$ cat config.mk
export PLATFORM = sky130hd
export DESIGN_NAME = sce_encoder
export DESIGN_NICKNAME = d
export VERILOG_FILES = /design/src/verilog/sce_pkg.sv /design/src/verilog/sce_encoder.sv /design/src/verilog/sce_lfsr_step.sv
export SDC_FILE = /design/constraint.sdc
export NUM_CORES = 1
export LEC_CHECK = 0
export ABC_AREA = 1
export CORE_MARGIN = 1
export CORE_UTILIZATION = 30
export DETAILED_ROUTE_END_ITERATION = 12
export DONT_BUFFER_PORTS = 1
export GPL_ROUTABILITY_DRIVEN = 0
export GPL_TIMING_DRIVEN = 0
export PLACE_DENSITY = 0.45
export SETUP_SLACK_MARGIN = 0.2
export SLEW_MARGIN = 20
export SYNTH_ARGS = -nofsm -noshare
export SYNTH_HDL_FRONTEND = slang
export SYNTH_SLANG_ARGS = --single-unit
export TNS_END_PERCENT = 5
$ cat constraint.sdc
create_clock -name clock -period 8.1 [get_ports clock]
set_input_delay 1.62 -clock clock [delete_from_list [all_inputs] [get_ports clock]]
set_output_delay 1.62 -clock clock [all_outputs]
set_load 0.005 [all_outputs]
$ cat src/verilog/sce_pkg.sv
// constants, tables and state type for the scrambling 8b/10b line encoder
// assumes a single clock domain; used by sce_encoder and sce_lfsr_step
// How it works
// - data bytes XORed with generator output first
// - generator reloaded with seed each frame
// - sixteen-stage LFSR, taps 16, 5, 4, 3
// - seeding sets every generator flip-flop to one
// - every character has four, five or six ones
// - running disparity follows last unbalanced character
// - balanced characters leave running disparity alone
// - unbalanced: four ones if positive, six if negative
// - low five bits encoded first, using K and disparity
// - six-bit code fills the low six positions
// - high three bits become top four, update disparity
// - unbalanced six-bit: heavy if negative, complement otherwise
// - balanced six-bit fixed, except D07 two forms
// - control 28 has its own six-bit codes
// - unbalanced four-bit: heavy after negative six-bit disparity
// - only fourteen distinct four-bit codes appear
// - D17/18/20.7 negative use alternate 0111 code
// - D11/13/14.7 positive use alternate 1000 code
// - never more than five equal bits in a row
package sce_pkg;

  // generator
  localparam logic [15:0] SCE_SEED = 16'hFFFF;
  localparam logic [15:0] SCE_TAPS = 16'h0039;
  localparam int SCE_KEY_BITS = 8;
  localparam logic [7:0] SCE_KEY_AT_SEED = 8'hFF;

  // reset values
  localparam logic SCE_RD_RST = 1'h0;
  localparam logic [9:0] SCE_CHAR_RST = 10'h000;

  // input field positions
  localparam int SCE_LOW_LSB = 0;
  localparam int SCE_LOW_MSB = 4;
  localparam int SCE_HIGH_LSB = 5;
  localparam int SCE_HIGH_MSB = 7;

  // special input values
  localparam logic [4:0] SCE_LOW_K28 = 5'h1C;
  localparam logic [4:0] SCE_LOW_D07 = 5'h07;
  localparam logic [4:0] SCE_LOW_K23 = 5'h17;
  localparam logic [4:0] SCE_LOW_K27 = 5'h1B;
  localparam logic [4:0] SCE_LOW_K29 = 5'h1D;
  localparam logic [4:0] SCE_LOW_K30 = 5'h1E;
  localparam logic [2:0] SCE_HIGH_X7 = 3'h7;
  localparam logic [2:0] SCE_HIGH_X3 = 3'h3;
  localparam logic [4:0] SCE_ALT_N0 = 5'h11;
  localparam logic [4:0] SCE_ALT_N1 = 5'h12;
  localparam logic [4:0] SCE_ALT_N2 = 5'h14;
  localparam logic [4:0] SCE_ALT_P0 = 5'h0B;
  localparam logic [4:0] SCE_ALT_P1 = 5'h0D;
  localparam logic [4:0] SCE_ALT_P2 = 5'h0E;

  // codes for negative disparity, printed order (a or f is the msb)
  localparam logic [5:0] SCE_D6 [0:31] = '{
    6'h27, 6'h1D, 6'h2D, 6'h31, 6'h35, 6'h29, 6'h19, 6'h38,
    6'h39, 6'h25, 6'h15, 6'h34, 6'h0D, 6'h2C, 6'h1C, 6'h17,
    6'h1B, 6'h23, 6'h13, 6'h32, 6'h0B, 6'h2A, 6'h1A, 6'h3A,
    6'h33, 6'h26, 6'h16, 6'h36, 6'h0E, 6'h2E, 6'h1E, 6'h2B};
  localparam logic [5:0] SCE_K28_6 = 6'h0F;
  localparam logic [3:0] SCE_D4 [0:7] = '{
    4'hB, 4'h9, 4'h5, 4'hC, 4'hD, 4'hA, 4'h6, 4'hE};
  localparam logic [3:0] SCE_K4 [0:7] = '{
    4'hB, 4'h6, 4'hA, 4'hC, 4'hD, 4'h5, 4'h9, 4'h7};
  localparam logic [3:0] SCE_D7_ALT = 4'h7;

  // weights
  localparam logic [3:0] SCE_W_BAL6 = 4'h3;
  localparam logic [3:0] SCE_W_BAL4 = 4'h2;
  localparam logic [3:0] SCE_W_HEAVY4 = 4'h3;
  localparam logic [3:0] SCE_W_LIGHT = 4'h4;
  localparam logic [3:0] SCE_W_BAL = 4'h5;
  localparam logic [3:0] SCE_W_HEAVY = 4'h6;
  localparam int SCE_RUN_MAX = 5;

  typedef struct packed {
    logic [15:0] lfsr;
    logic rd;
    logic [9:0] chr;
    logic vld;
    logic kerr;
    logic comma;
  } sce_state_s;

endpackage

$ cat src/verilog/sce_encoder.sv
// transmit line coder: byte scrambler followed by 8b/10b encoder
// inputs come from logic on the same clock; one character per clock
`timescale 1ns/1ps
`default_nettype none
module sce_encoder (
  input wire logic clock,
  input wire logic rst,
  input wire logic in_valid,
  input wire logic in_k,
  input wire logic [7:0] in_data,
  input wire logic frame_start,
  input wire logic scramble_en,
  output logic [9:0] enc_char,
  output logic enc_valid,
  output logic run_disp,
  output logic kcode_err,
  output logic comma
);

  ////////////////////////////////////////////////////////////////////
  // helpers

  function automatic logic [3:0] ones10(input logic [9:0] v);
    logic [3:0] n;
    n = 4'h0;
    for (int i = 0; i < 10; i++) begin
      n = n + {3'h0, v[i]};
    end
    return n;
  endfunction

  function automatic logic [5:0] rev6(input logic [5:0] v);
    logic [5:0] r;
    r = 6'h00;
    for (int i = 0; i < 6; i++) begin
      r[i] = v[5 - i];
    end
    return r;
  endfunction

  function automatic logic [3:0] rev4(input logic [3:0] v);
    logic [3:0] r;
    r = 4'h0;
    for (int i = 0; i < 4; i++) begin
      r[i] = v[3 - i];
    end
    return r;
  endfunction

  // true when a run longer than the limit appears in two characters
  function automatic logic long_run(input logic [19:0] s);
    int run;
    logic hit;
    run = 1;
    hit = 1'h0;
    for (int i = 1; i < 20; i++) begin
      run = (s[i] == s[i - 1]) ? run + 1 : 1;
      if (run > sce_pkg::SCE_RUN_MAX) begin
        hit = 1'h1;
      end
    end
    return hit;
  endfunction

  ////////////////////////////////////////////////////////////////////
  // state

  sce_pkg::sce_state_s st_ff;
  sce_pkg::sce_state_s nxt_st;

  logic [15:0] seed_in;
  logic [15:0] lfsr_adv;
  logic [7:0] key;
  logic [7:0] scr;
  logic [4:0] low;
  logic [2:0] high;
  logic k28;
  logic k_ok;
  logic [5:0] code6;
  logic [5:0] six;
  logic [3:0] w6;
  logic rd6;
  logic alt7;
  logic [3:0] code4;
  logic [3:0] four;
  logic [3:0] w4;
  logic rd_new;

  sce_lfsr_step u_step (
    .state_in(seed_in),
    .key(key),
    .state_out(lfsr_adv)
  );

  ////////////////////////////////////////////////////////////////////
  // scrambler

  always_comb begin
    // reseed on frame start so the first byte uses the seed itself
    seed_in = frame_start ? sce_pkg::SCE_SEED : st_ff.lfsr;
    // control characters pass unscrambled so they stay recognisable
    scr = (in_k || !scramble_en) ? in_data : (in_data ^ key);
    low = scr[sce_pkg::SCE_LOW_MSB:sce_pkg::SCE_LOW_LSB];
    high = scr[sce_pkg::SCE_HIGH_MSB:sce_pkg::SCE_HIGH_LSB];
  end

  ////////////////////////////////////////////////////////////////////
  // 5b/6b stage

  always_comb begin
    k28 = in_k && (low == sce_pkg::SCE_LOW_K28);
    k_ok = k28 || (in_k && (high == sce_pkg::SCE_HIGH_X7) &&
      ((low == sce_pkg::SCE_LOW_K23) || (low == sce_pkg::SCE_LOW_K27) ||
       (low == sce_pkg::SCE_LOW_K29) || (low == sce_pkg::SCE_LOW_K30)));
    // control 28 is not a bit mapping of its input
    code6 = k28 ? sce_pkg::SCE_K28_6 : sce_pkg::SCE_D6[low];
    w6 = ones10({4'h0, code6});
    if (w6 == sce_pkg::SCE_W_BAL6) begin
      // balanced codes fixed, except D07 which flips with disparity
      if (!k28 && (low == sce_pkg::SCE_LOW_D07) && st_ff.rd) begin
        six = ~code6;
      end else begin
        six = code6;
      end
      rd6 = st_ff.rd;
    end else begin
      // heavy form under negative disparity, complement under positive
      six = st_ff.rd ? ~code6 : code6;
      rd6 = ~st_ff.rd;
    end
  end

  ////////////////////////////////////////////////////////////////////
  // 3b/4b stage

  always_comb begin
    alt7 = 1'h0;
    if (!k_ok && (high == sce_pkg::SCE_HIGH_X7)) begin
      // alternate x.7 forms break up a run of five equal bits
      if (!rd6) begin
        alt7 = (low == sce_pkg::SCE_ALT_N0) || (low == sce_pkg::SCE_ALT_N1) ||
          (low == sce_pkg::SCE_ALT_N2);
      end else begin
        alt7 = (low == sce_pkg::SCE_ALT_P0) || (low == sce_pkg::SCE_ALT_P1) ||
          (low == sce_pkg::SCE_ALT_P2);
      end
    end
    if (k_ok) begin
      code4 = sce_pkg::SCE_K4[high];
    end else if (alt7) begin
      code4 = sce_pkg::SCE_D7_ALT;
    end else begin
      code4 = sce_pkg::SCE_D4[high];
    end
    w4 = ones10({6'h00, code4});
    // complement under positive disparity unless balanced and fixed
    if (!rd6) begin
      four = code4;
    end else if (!k_ok && (w4 == sce_pkg::SCE_W_BAL4) &&
                 (high != sce_pkg::SCE_HIGH_X3)) begin
      four = code4;
    end else begin
      four = ~code4;
    end
    // new running disparity from the four-bit part
    if (ones10({6'h00, four}) == sce_pkg::SCE_W_HEAVY4) begin
      rd_new = 1'h1;
    end else if (ones10({6'h00, four}) == sce_pkg::SCE_W_BAL4) begin
      rd_new = rd6;
    end else begin
      rd_new = 1'h0;
    end
  end

  ////////////////////////////////////////////////////////////////////
  // state update

  always_comb begin
    nxt_st = st_ff;
    nxt_st.vld = in_valid;
    if (in_valid) begin
      nxt_st.lfsr = lfsr_adv;
      // a,b,c,d,e,i in bits 0..5, f,g,h,j in bits 6..9, bit 0 sent first
      nxt_st.chr = {rev4(four), rev6(six)};
      nxt_st.rd = rd_new;
      nxt_st.kerr = in_k && !k_ok;
      nxt_st.comma = k28;
    end else begin
      // reseed held over to the next character when idle
      nxt_st.lfsr = seed_in;
      nxt_st.kerr = 1'h0;
      nxt_st.comma = 1'h0;
    end
  end

  always_ff @(posedge clock or posedge rst) begin
    if (rst) begin
      st_ff.lfsr <= sce_pkg::SCE_SEED;
      st_ff.rd <= sce_pkg::SCE_RD_RST;
      st_ff.chr <= sce_pkg::SCE_CHAR_RST;
      st_ff.vld <= 1'h0;
      st_ff.kerr <= 1'h0;
      st_ff.comma <= 1'h0;
    end else begin
      st_ff <= nxt_st;
    end
  end

  assign enc_char = st_ff.chr;
  assign enc_valid = st_ff.vld;
  assign run_disp = st_ff.rd;
  assign kcode_err = st_ff.kerr;
  assign comma = st_ff.comma;
endmodule
`default_nettype wire

$ cat src/verilog/sce_lfsr_step.sv
// one character step of the scrambling generator: eight key bits out
// purely combinational; the caller holds the generator register
`timescale 1ns/1ps
`default_nettype none
module sce_lfsr_step (
  input wire logic [15:0] state_in,
  output logic [7:0] key,
  output logic [15:0] state_out
);

  always_comb begin
    logic [15:0] s;
    s = state_in;
    key = 8'h00;
    for (int i = 0; i < sce_pkg::SCE_KEY_BITS; i++) begin
      key[i] = s[15];
      // galois step, feedback x^16 + x^5 + x^4 + x^3 + 1
      s = {s[14:0], 1'h0} ^ (s[15] ? sce_pkg::SCE_TAPS : 16'h0000);
    end
    state_out = s;
  end

endmodule
`default_nettype wire

# Word level (Yosys, flattened, before mapping)
# Memory sizes are Yosys's and may differ from the RTL's.
# Index checks and enable logic that the tools add are counted.
# totals
out_inout_bits	14
reg_bits	30
inputBits	14
word_cells	106
rom_bits	256
memories	3
# memory_table
name	depth	word_bits	rd	rd_ports_with_merged_regs	wr	line	rtl
(name not given)	32	6	1	0	0	sce_encoder.sv:116	code6 = k28 ? sce_pkg::SCE_K28_6 : sce_pkg::SCE_D6[low];
(name not given)	8	4	1	0	0	sce_encoder.sv:153	code4 = sce_pkg::SCE_D4[high];
(name not given)	8	4	1	0	0	sce_encoder.sv:149	code4 = sce_pkg::SCE_K4[high];
# op_classes
addsub	11
n_eq_ne	18
reduce_logical	21
magnitude_cmp	2
n_bitwise	14
n_mux	31
# op_table
op	n
bitwise XOR 16 bit	8
2-to-1 mux 6 bit	14
== test 5 bit, second input constant	8
2-to-1 mux 16 bit	2
2-to-1 mux 4 bit	8
== test 4 x 2 -> 1 bit, second input constant	4
== test 5 x 4 -> 1 bit, second input constant	3
adder 3 x 1 -> 4 bit	3
adder 2 x 1 -> 3 bit	3
logical AND 1 bit	9
logical OR 1 bit	9
adder 4 x 1 -> 4 bit	2
2-to-1 mux 8 bit	1
bitwise XOR 8 bit	1
adder 1 x 1 -> 2 bit	3
greater-or-equal comparator 6 bit, second input constant	1
NOT 5 -> 6 bit	1
NOT 6 bit	1
== test 5 x 3 -> 1 bit, second input constant	1
2-to-1 mux 1 bit	5
greater-or-equal comparator 4 bit, second input constant	1
NOT 3 -> 4 bit	1
NOT 4 bit	1
== test 3 bit, second input constant	1
other kinds (4)	6

# Longest topological paths before layout
# Gate-level depths: netlist of run 1.
# logic_depth
depth_word	47
depth_mapped	48
depth_no_buf	47

# Cells and area by module
# A second synthesis of run 1 with hierarchy kept.
# unflattened
cells_unflattened	478
area_unflattened_um2	3254.4
# modules_own_cells
module	area_each_um2	seq_area_each_um2	cells_each	instances
sce_encoder	2706.3	770.7	362	1
sce_lfsr_step	548.0	0.0	116	1

# Worst setup path before layout of run 1
# Ideal clock, no wire load.
# synth_path
path_type	input to register
start	in frame_start
end	reg st_ff, in the netlist run_disp
arrival_time_ns	8.426
stages	44
setup_slack_ns	-0.460
setup_ns	0.133
n_path_buf	1
cell_sequence	buf_6 > inv_2 > nand2_1 > nand2_1 > xor2_1 > inv_1 > ha_1 > o21ai_0 > inv_1 > o21ai_0 > nand2_1 > o21ai_2 > inv_2 > fa_1 > inv_1 > fa_1 > inv_1 > ha_1 > [8 not listed] > nand3_2 > nand3_2 > nand2_1 > inv_1 > fa_1 > ha_1 > ha_1 > nor3b_1 > o21a_1 > nand3_2 > nand2_2 > nand3_1 > and2_1 > fa_1 > ha_1 > ha_1 > o211ai_1 > o21ai_0
# synth_between
word_cells_on_any_way	75
# synth_lines
item	line	rtl
start: declaration	sce_encoder.sv:11	input wire logic frame_start,
2-to-1 mux 16 bit *	sce_encoder.sv:100	seed_in = frame_start ? sce_pkg::SCE_SEED : st_ff.lfsr;
bitwise XOR 16 bit (4 in series)	sce_lfsr_step.sv:18	s = {s[14:0], 1'h0} ^ (s[15] ? sce_pkg::SCE_TAPS : 16'h0000);
bitwise XOR 8 bit *	sce_encoder.sv:102	scr = (in_k || !scramble_en) ? in_data : (in_data ^ key);
2-to-1 mux 8 bit *	sce_encoder.sv:102	
NOT 5 -> 6 bit (implied by the code)	sce_encoder.sv:116	
memory (32 x 6 bit)	n/a	
2-to-1 mux 6 bit (implied by the code) (2 in series)	sce_encoder.sv:116	
2-to-1 mux 6 bit	sce_encoder.sv:116	
[15 not listed]	n/a	
logical AND 1 bit (2 in series)	sce_encoder.sv:159	end else if (!k_ok && (w4 == sce_pkg::SCE_W_BAL4) &&
2-to-1 mux 4 bit	sce_encoder.sv:159	
2-to-1 mux 4 bit *	sce_encoder.sv:157	if (!rd6) begin
named net four[3]	sce_encoder.sv:85	logic [3:0] four;
adder 3 x 1 -> 4 bit *	sce_encoder.sv:27	n = n + {3'h0, v[i]};
== test 4 x 2 -> 1 bit	sce_encoder.sv:168	end else if (ones10({6'h00, four}) == sce_pkg::SCE_W_BAL4) begin
2-to-1 mux 1 bit	sce_encoder.sv:168	
2-to-1 mux 1 bit *	sce_encoder.sv:166	if (ones10({6'h00, four}) == sce_pkg::SCE_W_HEAVY4) begin
end signal: assignment	sce_encoder.sv:205	st_ff <= nxt_st;
end: declaration	sce_encoder.sv:68	sce_pkg::sce_state_s st_ff;
# Mark *: on every way through the listed nets, which the timed path passes. The rest lies on a longest branch. The select of a mux whose other input is x is not followed.
# A chain may end at the register's enable or synchronous reset.

# Final worst setup path of run 1
# Ends and elaborated chain as after synthesis.

==> out/qor.csv, run 1 <==
stage,metric,value,unit
final_layout,fraction of layout cells with a size suffix above 1,36.2,%
yosys,asr flop ratio synth,100,%
detailed_routing,drc violations,0,
sta,Slew @ Worst Pin,671,ps
detailed_routing,DR vias,2482,
critical_path,"delay-heaviest family, CP",adder cells,
critical_path,"critical path fanouts, max",8,
sta,setup TNS,-111,ps
power_and_ir_drop,PwrDens,270,mW/mm2
cts,CTS Sinks,30,
final_layout,area grow syn2layout,20.3,%
critical_path,crit end category,register,
global_routing,total grt overflow,0,
sta,skew final,11.8,ps
sta,worst setup margin,-111,ps
critical_path,"slowest stage delay, CP",550,ps
global_routing,initial antenna violation count,0,
detailed_routing,WL final,7.52,mm
detailed_routing,iteration count of the initial detailed-routing pass,7,
detailed_routing,initial drt markers,83,
cts,clock root buffer,clkbuf_8,
floorplanning,Die Ht,98.5,um
global_routing,largest net degree at the start of global routing,31,
critical_path,kind of critical path,in -> reg,
power_and_ir_drop,static leakage,1.57,nW
yosys,synthesized net count,411,
yosys,top_reg_cell synth,dfstp_2,
floorplanning,DIE WIDTH,98.5,um
floorplanning,Ports,28,
job,max-cap violations,0,
critical_path,CP startpoint kind,primary input,
cts,TritonCTS Buffers,5,
floorplanning,Initial Util,31.4,%
status,status,"complete, but fails checks",
detailed_routing,antenna-violating nets left,0,
sta,Max Fclk,0.122,GHz
yosys,Synth Register Bits,30,
sta,final period utilization,101,%
cts,number of H-tree levels,2,
global_routing,vias in the first global route,2451,
final_layout,# nets final,437,
global_routing,first-pass GRT wire length,12.7,mm
power_and_ir_drop,Max IR drop VDD,0.0880,mV
yosys,yosys warns,0,
sta,Fin Hold WS,484,ps
critical_path,Critical Path AT,8380,ps
critical_path,slowest library cell on the worst path,fa_1,
floorplanning,Core Area,0.00889,mm2
yosys,Mapped Cells,379,
cts,CTS tree,yes,
global_routing,All-Layer GR Usage,16.7,%
yosys,Mapped Avg Cell Area,7.38,um2
sta,Final min period,8210,ps
power_and_ir_drop,total power,0.907,mW
sta,slew margin rel.,55.2,%
worst_hold_path,HP Class,reg -> reg,
yosys,"Distinct cells, synth",45,
floorplanning,Row Count,34,
yosys,Mapped Area,0.00280,mm2
yosys,sequential fraction of the synthesis area,27.6,%
detailed_routing,post-DR vias/cell,4.83,
yosys,"EDFF count, synth",0,
status,failing checks,setup timing,
sta,RSZ-0062 raised after global routing,yes,
cts,Skew-Pair Late Insertion Delay,290,ps
floorplanning,Die ar.,0.00971,mm2
cts,Max Root-Sink Buffers,2,
sta,Final Hold Fails,0,
critical_path,"Req. time, crit path",8270,ps
cts,clock-pin slew on the worst setup and hold paths,80,ps
final_layout,ant diodes,0,
placement,Port Buf Inserts,0,
critical_path,worst path bufs/invs,11,
placement,post-DP HPWL,5.60,mm
detailed_routing,wire per inst,14.6,um
sta,fin. max-slew vios,0,
sta,final setup vio count,1,
cells by family (layout without fill, tap and decap cells):
logic type      count (synthesis)  after routing  share of synthesized area [%]
flops                          30             30                           27.6
xor+xnor                       15             15                           5.64
compound gates                 70             70                           14.2
fa+ha+maj                      18             18                           9.40
simple gates                  177            177                           31.8
buf+inv                        69             96                           11.4
cell usage in the layout (no fill, tap or decap), types with 3 or more instances in the layout:
cell,instances
inv_2,18
nand3_2,10
o211ai_1,3
dfrtp_1,14
fa_1,5
ha_4,4
clkbuf_1,8
inv_1,29
buf_4,29
nand2_1,83
o21ai_1,6
xor2_4,3
nor2_2,6
ha_2,4
a21oi_1,14
nand3_1,19
ha_1,5
nor2_1,15
nand2_4,6
and2_4,4
o21ai_2,5
clkbuf_8,6
nand3b_1,3
o21ai_0,33
dfstp_2,16
nand2_2,22
xor2_1,10
where the power goes:
group	switching [mW]	internal, mW
registers	0.0248	0.197
logic	0.294	0.258
clock network	0.0638	0.0687
sequential cells by signal, summed over array words and instances (netlist names):
signal and flops:
comma 1, run_disp 1, st_ff 16, kcode_err 1, enc_char 10, enc_valid 1
worst reg2reg max path, delay by kind of cell (launching register included):
kind                       cells  cell delay, ps
AOI/OAI and AO/OA              5             620
xor gates and xnor gates       1             210
adders and majority gates     11            3610
buffers and inverters         10             690
DFF                            1             530
and+or+nand+nor               16            1450
final cells by class:
type / instances / area [um2]
Fill cell: 920 / 5530
Timing Repair Buffer: 19 / 143
Multi-Input combinational cell: 280 / 1890
Sequential cell: 30 / 771
Clock inverter: 1 / 5.00
Tap cell: 108 / 135
Clock buffer: 7 / 86.3
Inverter: 49 / 189
Buffer: 20 / 139
metrics by stage:
step	cell area, um2	util (%)	instances	setup slack (ps)
2_1_floorplan	2910	-	379	-125
3_3_place_gp	3050	34.3	487	-738
3_5_place_dp	3050	34.3	487	-684
4_1_cts	3280	36.9	509	-195
5_1_grt	3360	37.8	514	-431
6_report	3360	37.8	514	-111
Yosys cell counts (3+ instances only):
| cell | n | area, um2 |
|---|---|---|
| o211ai_1 | 3 | 22.5 |
| dfstp_2 | 16 | 420 |
| nand2_4 | 4 | 45.0 |
| o21ai_2 | 4 | 35.0 |
| nand3b_1 | 3 | 22.5 |
| nor2_2 | 5 | 31.3 |
| nand2_2 | 16 | 100 |
| clkbuf_1 | 7 | 26.3 |
| nor2_1 | 16 | 60.1 |
| a21oi_1 | 15 | 75.1 |
| ha_1 | 13 | 163 |
| nand3_1 | 22 | 110 |
| dfrtp_1 | 14 | 350 |
| fa_1 | 5 | 100 |
| o21ai_1 | 4 | 20.0 |
| nand2_1 | 91 | 342 |
| buf_4 | 10 | 75.1 |
| xor2_1 | 11 | 96.3 |
| and2_1 | 3 | 18.8 |
| o21ai_0 | 36 | 180 |
| inv_2 | 10 | 37.5 |
| nand3_2 | 7 | 70.1 |
| inv_1 | 37 | 139 |
worst paths after layout:
check | startpoint | end | slack (ps) | cells after the start
worst max-delay path | frame_start | run_disp | -110 | 43
worst min-delay path | enc_char[5] | enc_char[5] | 480 | 2
worst max register to register | st_ff[28] | run_disp | 860 | 43
worst min register to register | enc_char[5] | enc_char[5] | 480 | 2
max in group asynchronous | rst | enc_char[6] | 6360 | 1
min in group asynchronous | rst | enc_char[4] | 1300 | 1
timing repair:
action                     CTS  global route
setup endpoints to repair    1             1
buffers inserted            14             5
hold buffers                 0             0
resized for setup            7            13
pin swaps                    7            15
per-layer routing:
layer,part of all wire [%],vias up,track usage [%],routed length (um)
li1,-,1251,-,-
met1,50,1171,23.5,3760
met2,45,51,26.1,3380
met3,3.8,9,2.91,286
met4,1.3,0,4.82,95
met5,0,-,0,0
(Power assumes the default switching activity.)
==> run 2: changes to the inputs <==
- CTS_BUF_LIST: unset -> sky130_fd_sc_hd__clkbuf_8 sky130_fd_sc_hd__clkbuf_16
==> run 2 against run 1 <==
  * The flow still finishes with violations (setup timing)
  * Highest routed layer unchanged
  * Maximum frequency is essentially flat
  * Die area did not move
  * Sequential share of layout area did not move
  * Largest power group unchanged
  * Register-to-register slack is essentially flat
  * Hold slack about the same
  * Clock power about the same
==> out/qor.csv, run 2 (synthesis results as in run 1) <==
stage,metric,value,unit,change
worst_hold_path,HP Class,reg -> reg,,
critical_path,"slowest stage delay, CP",550,ps,about the same
global_routing,vias in the first global route,2451,,unchanged
sta,Slew @ Worst Pin,671,ps,+0.0368 ps
final_layout,ant diodes,0,,unchanged
sta,setup TNS,-113,ps,-2.79 ps
sta,fin. max-slew vios,0,,unchanged
final_layout,fraction of layout cells with a size suffix above 1,36.2,%,unchanged
sta,Final min period,8210,ps,+2.79 ps
critical_path,Reg-to-Reg Start,st_ff[28],,
floorplanning,Die Ht,98.5,um,unchanged
power_and_ir_drop,Net Switching,0.383,mW,about the same
cts,TritonCTS Buffers,5,,unchanged
critical_path,reg2reg setup slack,860,ps,about the same
floorplanning,Row Count,34,,unchanged
global_routing,All-Layer GR Usage,16.7,%,unchanged
critical_path,crit end category,register,,
floorplanning,Initial Util,31.4,%,unchanged
sta,final setup vio count,1,,unchanged
placement,Port Buf Inserts,0,,unchanged
placement,post-DP HPWL,5.60,mm,unchanged
detailed_routing,post-DR vias/cell,4.83,,about the same
final_layout,fin area,0.00336,mm2,unchanged
final_layout,most frequent cells in the layout,"nand2_1, o21ai_0, inv_1",,
final_layout,"Most flops, register",st_ff,,
power_and_ir_drop,internal power,0.523,mW,-0.24%
power_and_ir_drop,Clk pwr share,14.5,%,about the same
power_and_ir_drop,static leakage,1.58,nW,+0.26%
cts,number of H-tree levels,2,,unchanged
power_and_ir_drop,PwrDens,269,mW/mm2,-0.15%
critical_path,"Req. time, crit path",8260,ps,about the same
placement,Post-Place Worst Slack,-684,ps,unchanged
floorplanning,Ports,28,,unchanged
cts,clock root buffer,clkbuf_8,,
detailed_routing,wire per inst,14.6,um,about the same
final_layout,# nets final,437,,unchanged
placement,"Cell Area, Placed",0.00305,mm2,unchanged
sta,final period utilization,101,%,about the same
critical_path,Reg-to-Reg End,run_disp,,
detailed_routing,WL final,7.52,mm,about the same
detailed_routing,antenna-violating nets left,0,,unchanged
cts,Skew-Pair Late Insertion Delay,290,ps,about the same
floorplanning,Core Area,0.00889,mm2,unchanged
sta,Fin Hold WS,484,ps,+0.218 ps
critical_path,worst-case reg-to-reg path depth,43,,unchanged
detailed_routing,DR vias,2484,,+0.081%
job,max-cap violations,0,,unchanged
critical_path,kind of critical path,in -> reg,,
floorplanning,Die ar.,0.00971,mm2,unchanged
global_routing,first-pass GRT wire length,12.7,mm,unchanged
cts,CTS Sinks,30,,unchanged
worst_hold_path,Worst Hold Launch,enc_char[5],,
power_and_ir_drop,Reg power frac,24.5,%,about the same
final_layout,max reg flops,16,,unchanged
global_routing,total grt overflow,0,,unchanged
status,failing checks,setup timing,,
critical_path,Critical Path AT,8380,ps,about the same
power_and_ir_drop,sw frac,42.2,%,+0.052 points
critical_path,"critical path fanouts, max",8,,unchanged
sta,worst setup margin,-113,ps,-2.79 ps
sta,Final Hold Fails,0,,unchanged
power_and_ir_drop,Logic pwr share,61.0,%,about the same
status,status,"complete, but fails checks",,
cts,Max Root-Sink Buffers,2,,unchanged
floorplanning,DIE WIDTH,98.5,um,unchanged
detailed_routing,iteration count of the initial detailed-routing pass,7,,unchanged
detailed_routing,initial drt markers,83,,unchanged
worst_hold_path,Hold Crit Depth,2,,unchanged
sta,Max Fclk,0.122,GHz,about the same
sta,slew margin rel.,55.2,%,about the same
final_layout,area grow syn2layout,20.3,%,unchanged
critical_path,CP startpoint kind,primary input,,
worst_hold_path,Worst Hold End,enc_char[5],,
critical_path,slowest library cell on the worst path,fa_1,,
detailed_routing,drc violations,0,,unchanged
sta,skew final,11.0,ps,-0.799 ps
global_routing,initial antenna violation count,0,,unchanged
power_and_ir_drop,Max IR drop VDD,0.0880,mV,about the same
cts,clock-pin slew on the worst setup and hold paths,80,ps,about the same
cts,CTS tree,yes,,
final_layout,"commonest non-fill, non-tap cell in the layout",nand2_1,,
global_routing,largest net degree at the start of global routing,31,,unchanged
sta,RSZ-0062 raised after global routing,yes,,
[run 2: cell types whose count changed in the layout (fill, tap and decap cells not counted)]
cell,change
inv_1,+1
clkbuf_1,-1
[run 2: area by class of cell]
class | instances | area, um2
fillers | 920 | 5530
multi-input cells | 280 | 1890
flip-flops and latches | 30 | 771
inverters | 49 | 189
repair buffers | 19 | 143
plain buffers | 20 | 139
well taps | 108 | 135
clock buffers | 6 | 82.6
clock inverters | 2 | 8.76
[run 2: power groups by stage]
stage	logic [mW]	registers, mW	clock network (mW)
4_1_cts	0.533	0.222	0.134
6_report	0.552	0.222	0.131
3_3_place_gp	0.487	0.224	0
2_1_floorplan	0.408	0.216	0
5_1_grt	0.618	0.227	0.140
3_5_place_dp	0.494	0.224	0
[run 2: worst max path at each step]
stage | cells after the start | slack [ps] | start | endpoint
CTS | 43 | -190 | frame_start | run_disp
floorplan | 43 | -120 | frame_start | run_disp
detailed placement | 43 | -680 | frame_start | run_disp
global route | 43 | -430 | frame_start | run_disp
global placement | 43 | -740 | frame_start | run_disp
finish | 43 | -110 | frame_start | run_disp
[run 2: per-stage QoR]
stage | util (%) | power, mW | instances
final | 37.8 | 0.906 | 514
after global routing | 37.8 | 0.985 | 514
after CTS | 36.9 | 0.890 | 509
after detailed placement | 34.3 | 0.718 | 487
after global placement | 34.3 | 0.711 | 487
after floorplan | - | 0.624 | 379
[run 2: worst max-delay path, delay by kind of cell]
family                   cells  cell delay [ps]
adder cells (fa/ha/maj)     11             3540
AND/OR/NAND/NOR             15             1520
buffers and inverters       11              840
AO/OA/AOI/OAI                5              630
XOR/XNOR                     1              210
[run 2: layer usage]
layer  track usage, %  vias to the layer above  part of all wire [%]  wire, um
met2             26.1                       53                    45      3380
met4             4.82                        0                   1.1        86
met3             2.91                        8                   3.8       287
li1                 -                     1252                     -         -
met1             23.5                     1171                    50      3770
met5                0                        -                     0         0
[run 2: what timing repair did]
action                     4_1_cts  5_1_grt
hold buffers                     0        0
gates resized for setup          7       13
setup endpoints to repair        1        1
pin swaps                        7       15
setup buffers                   14        5
==> run 3: changes to the inputs <==
- PLACE_DENSITY: 0.45 -> 0.52
==> run 3 against run 2 <==
  * The run still ends with setup timing left
  * Hold slack worse by 1.7 ps
  * Cell area up 2.9%
  * First-iteration DRC count up 25%
  * Largest power group unchanged
  * Non-clock buffer count up 8
  * Die area unchanged
  * Critical endpoint unchanged
==> out/qor.csv, run 3 (synthesis results as in run 1) <==
stage,metric,value,unit,change
final_layout,ant diodes,0,,unchanged
final_layout,# nets final,445,,+1.8%
power_and_ir_drop,PwrDens,273,mW/mm2,+1.2%
sta,final setup vio count,1,,unchanged
sta,RSZ-0062 raised after global routing,yes,,
global_routing,first-pass GRT wire length,12.4,mm,-2.5%
global_routing,total grt overflow,0,,unchanged
sta,setup TNS,-102,ps,+11.7 ps
floorplanning,Ports,28,,unchanged
critical_path,Critical Path AT,8350,ps,-30 ps
global_routing,largest net degree at the start of global routing,31,,unchanged
global_routing,initial antenna violation count,0,,unchanged
cts,Max Root-Sink Buffers,2,,unchanged
final_layout,fraction of layout cells with a size suffix above 1,37.9,%,+1.7 points
sta,Max Fclk,0.122,GHz,+0.14%
final_layout,Final Non-Filler Cells,522,,+1.6%
placement,post-DP HPWL,5.45,mm,-2.7%
cts,CTS Hold Bufs,0,,unchanged
status,failing checks,setup timing,,
critical_path,slowest library cell on the worst path,fa_1,,
critical_path,CP startpoint kind,primary input,,
detailed_routing,DR vias,2522,,+1.5%
cts,CTS Sinks,30,,unchanged
sta,final period utilization,101,%,-0.14 points
critical_path,"critical path fanouts, max",8,,unchanged
cts,number of H-tree levels,2,,unchanged
floorplanning,Die Ht,98.5,um,unchanged
floorplanning,Die ar.,0.00971,mm2,unchanged
sta,Slew @ Worst Pin,640,ps,-30.8 ps
detailed_routing,drc violations,0,,unchanged
sta,fin. max-slew vios,0,,unchanged
cts,clock-pin slew on the worst setup and hold paths,60,ps,-20 ps
sta,slew margin rel.,57.3,%,+2.1 points
floorplanning,Core Area,0.00889,mm2,unchanged
final_layout,Fill cells,897,,-2.5%
detailed_routing,iteration count of the initial detailed-routing pass,7,,unchanged
placement,"Cell Area, Placed",0.00305,mm2,unchanged
sta,skew final,10.4,ps,-0.543 ps
critical_path,"delay-heaviest family, CP",adder cells,,
detailed_routing,antenna-violating nets left,0,,unchanged
placement,Placed Instances,487,,unchanged
final_layout,"commonest non-fill, non-tap cell in the layout",nand2_1,,
critical_path,"Req. time, crit path",8240,ps,-20 ps
final_layout,fin area,0.00346,mm2,+2.9%
floorplanning,DIE WIDTH,98.5,um,unchanged
final_layout,FF/Latch Area,771,um2,unchanged
final_layout,"Most flops, register",st_ff,,
final_layout,multi-input logic area,0.00190,mm2,+0.13%
placement,Port Buf Inserts,0,,unchanged
final_layout,area grow syn2layout,23.7,%,
global_routing,All-Layer GR Usage,16.2,%,-0.49 points
power_and_ir_drop,Max IR drop VDD,0.112,mV,+27%
detailed_routing,WL final,7.44,mm,-1.1%
critical_path,"slowest stage delay, CP",550,ps,about the same
final_layout,most frequent cells in the layout,"nand2_1, buf_4, o21ai_0",,
cts,Skew-Pair Late Insertion Delay,290,ps,about the same
cts,clock root buffer,clkbuf_8,,
floorplanning,Row Count,34,,unchanged
cts,CTS tree,yes,,
final_layout,max reg flops,16,,unchanged
floorplanning,Initial Util,31.4,%,unchanged
detailed_routing,wire per inst,14.2,um,-2.7%
critical_path,crit end category,register,,
critical_path,kind of critical path,in -> reg,,
status,status,"complete, but fails checks",,
power_and_ir_drop,static leakage,1.63,nW,+3.5%
cts,TritonCTS Buffers,5,,unchanged
sta,worst setup margin,-102,ps,+11.7 ps
job,max-cap violations,0,,unchanged
global_routing,vias in the first global route,2488,,+1.5%
sta,Final Hold Fails,0,,unchanged
worst_hold_path,HP Class,reg -> reg,,
sta,Final min period,8200,ps,-11.7 ps
critical_path,worst path bufs/invs,10,,-1
critical_path,most frequent cell on the critical path,inv_2,,
detailed_routing,post-DR vias/cell,4.83,,about the same
detailed_routing,initial drt markers,104,,+25%
==> run 3: cell types whose count changed in the layout (fill, tap and decap cells not counted) <==
cell	previous run	this run
buf_4	29	35
inv_2	18	14
inv_4	2	5
a21oi_2	0	2
a21oi_4	2	0
buf_6	2	4
clkbuf_8	6	8
nand2_1	83	81
clkinv_2	1	0
nand2_4	6	7
nand2_8	0	1
nor3b_2	0	1
nor3b_4	1	0
==> run 3: metrics by stage <==
step | setup slack [ps] | util (%) | hold slack, ps | total power [mW]
after floorplan | -125 | - | 450 | 0.624
after global placement | -691 | 34.3 | 471 | 0.706
after detailed placement | -734 | 34.3 | 469 | 0.717
after CTS | -113 | 37.5 | 485 | 0.910
after global routing | -492 | 38.9 | 496 | 1.04
final | -102 | 38.9 | 482 | 0.942
==> run 3: area by class of cell <==
type / instances / share of cell area (%)
multi-input cells: 280 / 54.8
flip-flops and latches: 30 / 22.3
repair buffers: 27 / 6.08
inverters: 49 / 5.68
plain buffers: 20 / 4.02
well taps: 108 / 3.91
clock buffers: 8 / 3.18
==> run 3: worst min-delay path: stages (launching register included) <==
cell and delay [ps]:
dfrtp_1 340, nand2_1 50, nand2_1 50
==> run 3: what timing repair did <==
item,CTS,global route
buffers inserted,18,9
setup endpoints to repair,1,1
gates resized for setup,10,16
pin swaps,15,19
==> run 3: final timing paths <==
kind	from	endpoint	slack, ps	cells after the start
max	frame_start	run_disp	-100	42
min	enc_char[5]	enc_char[5]	480	2
max reg2reg	st_ff[29]	run_disp	830	42
min reg2reg	enc_char[5]	enc_char[5]	480	2
max in group asynchronous	rst	enc_valid	6380	1
min in group asynchronous	rst	comma	1300	1
==> run 3: per-layer routing <==
layer	global-route usage [%]	vias up	wire, um
met1	22.4	1189	3670
met5	0	-	0
li1	-	1270	-
met2	25.5	52	3340
met3	2.48	11	287
met4	5.97	0	140
==> run 3: report_power, final <==
| group | switching [mW] | internal (mW) |
|---|---|---|
| clock | 0.0593 | 0.0858 |
| sequential | 0.0247 | 0.197 |
| combinational | 0.305 | 0.271 |
| total | 0.389 | 0.554 |
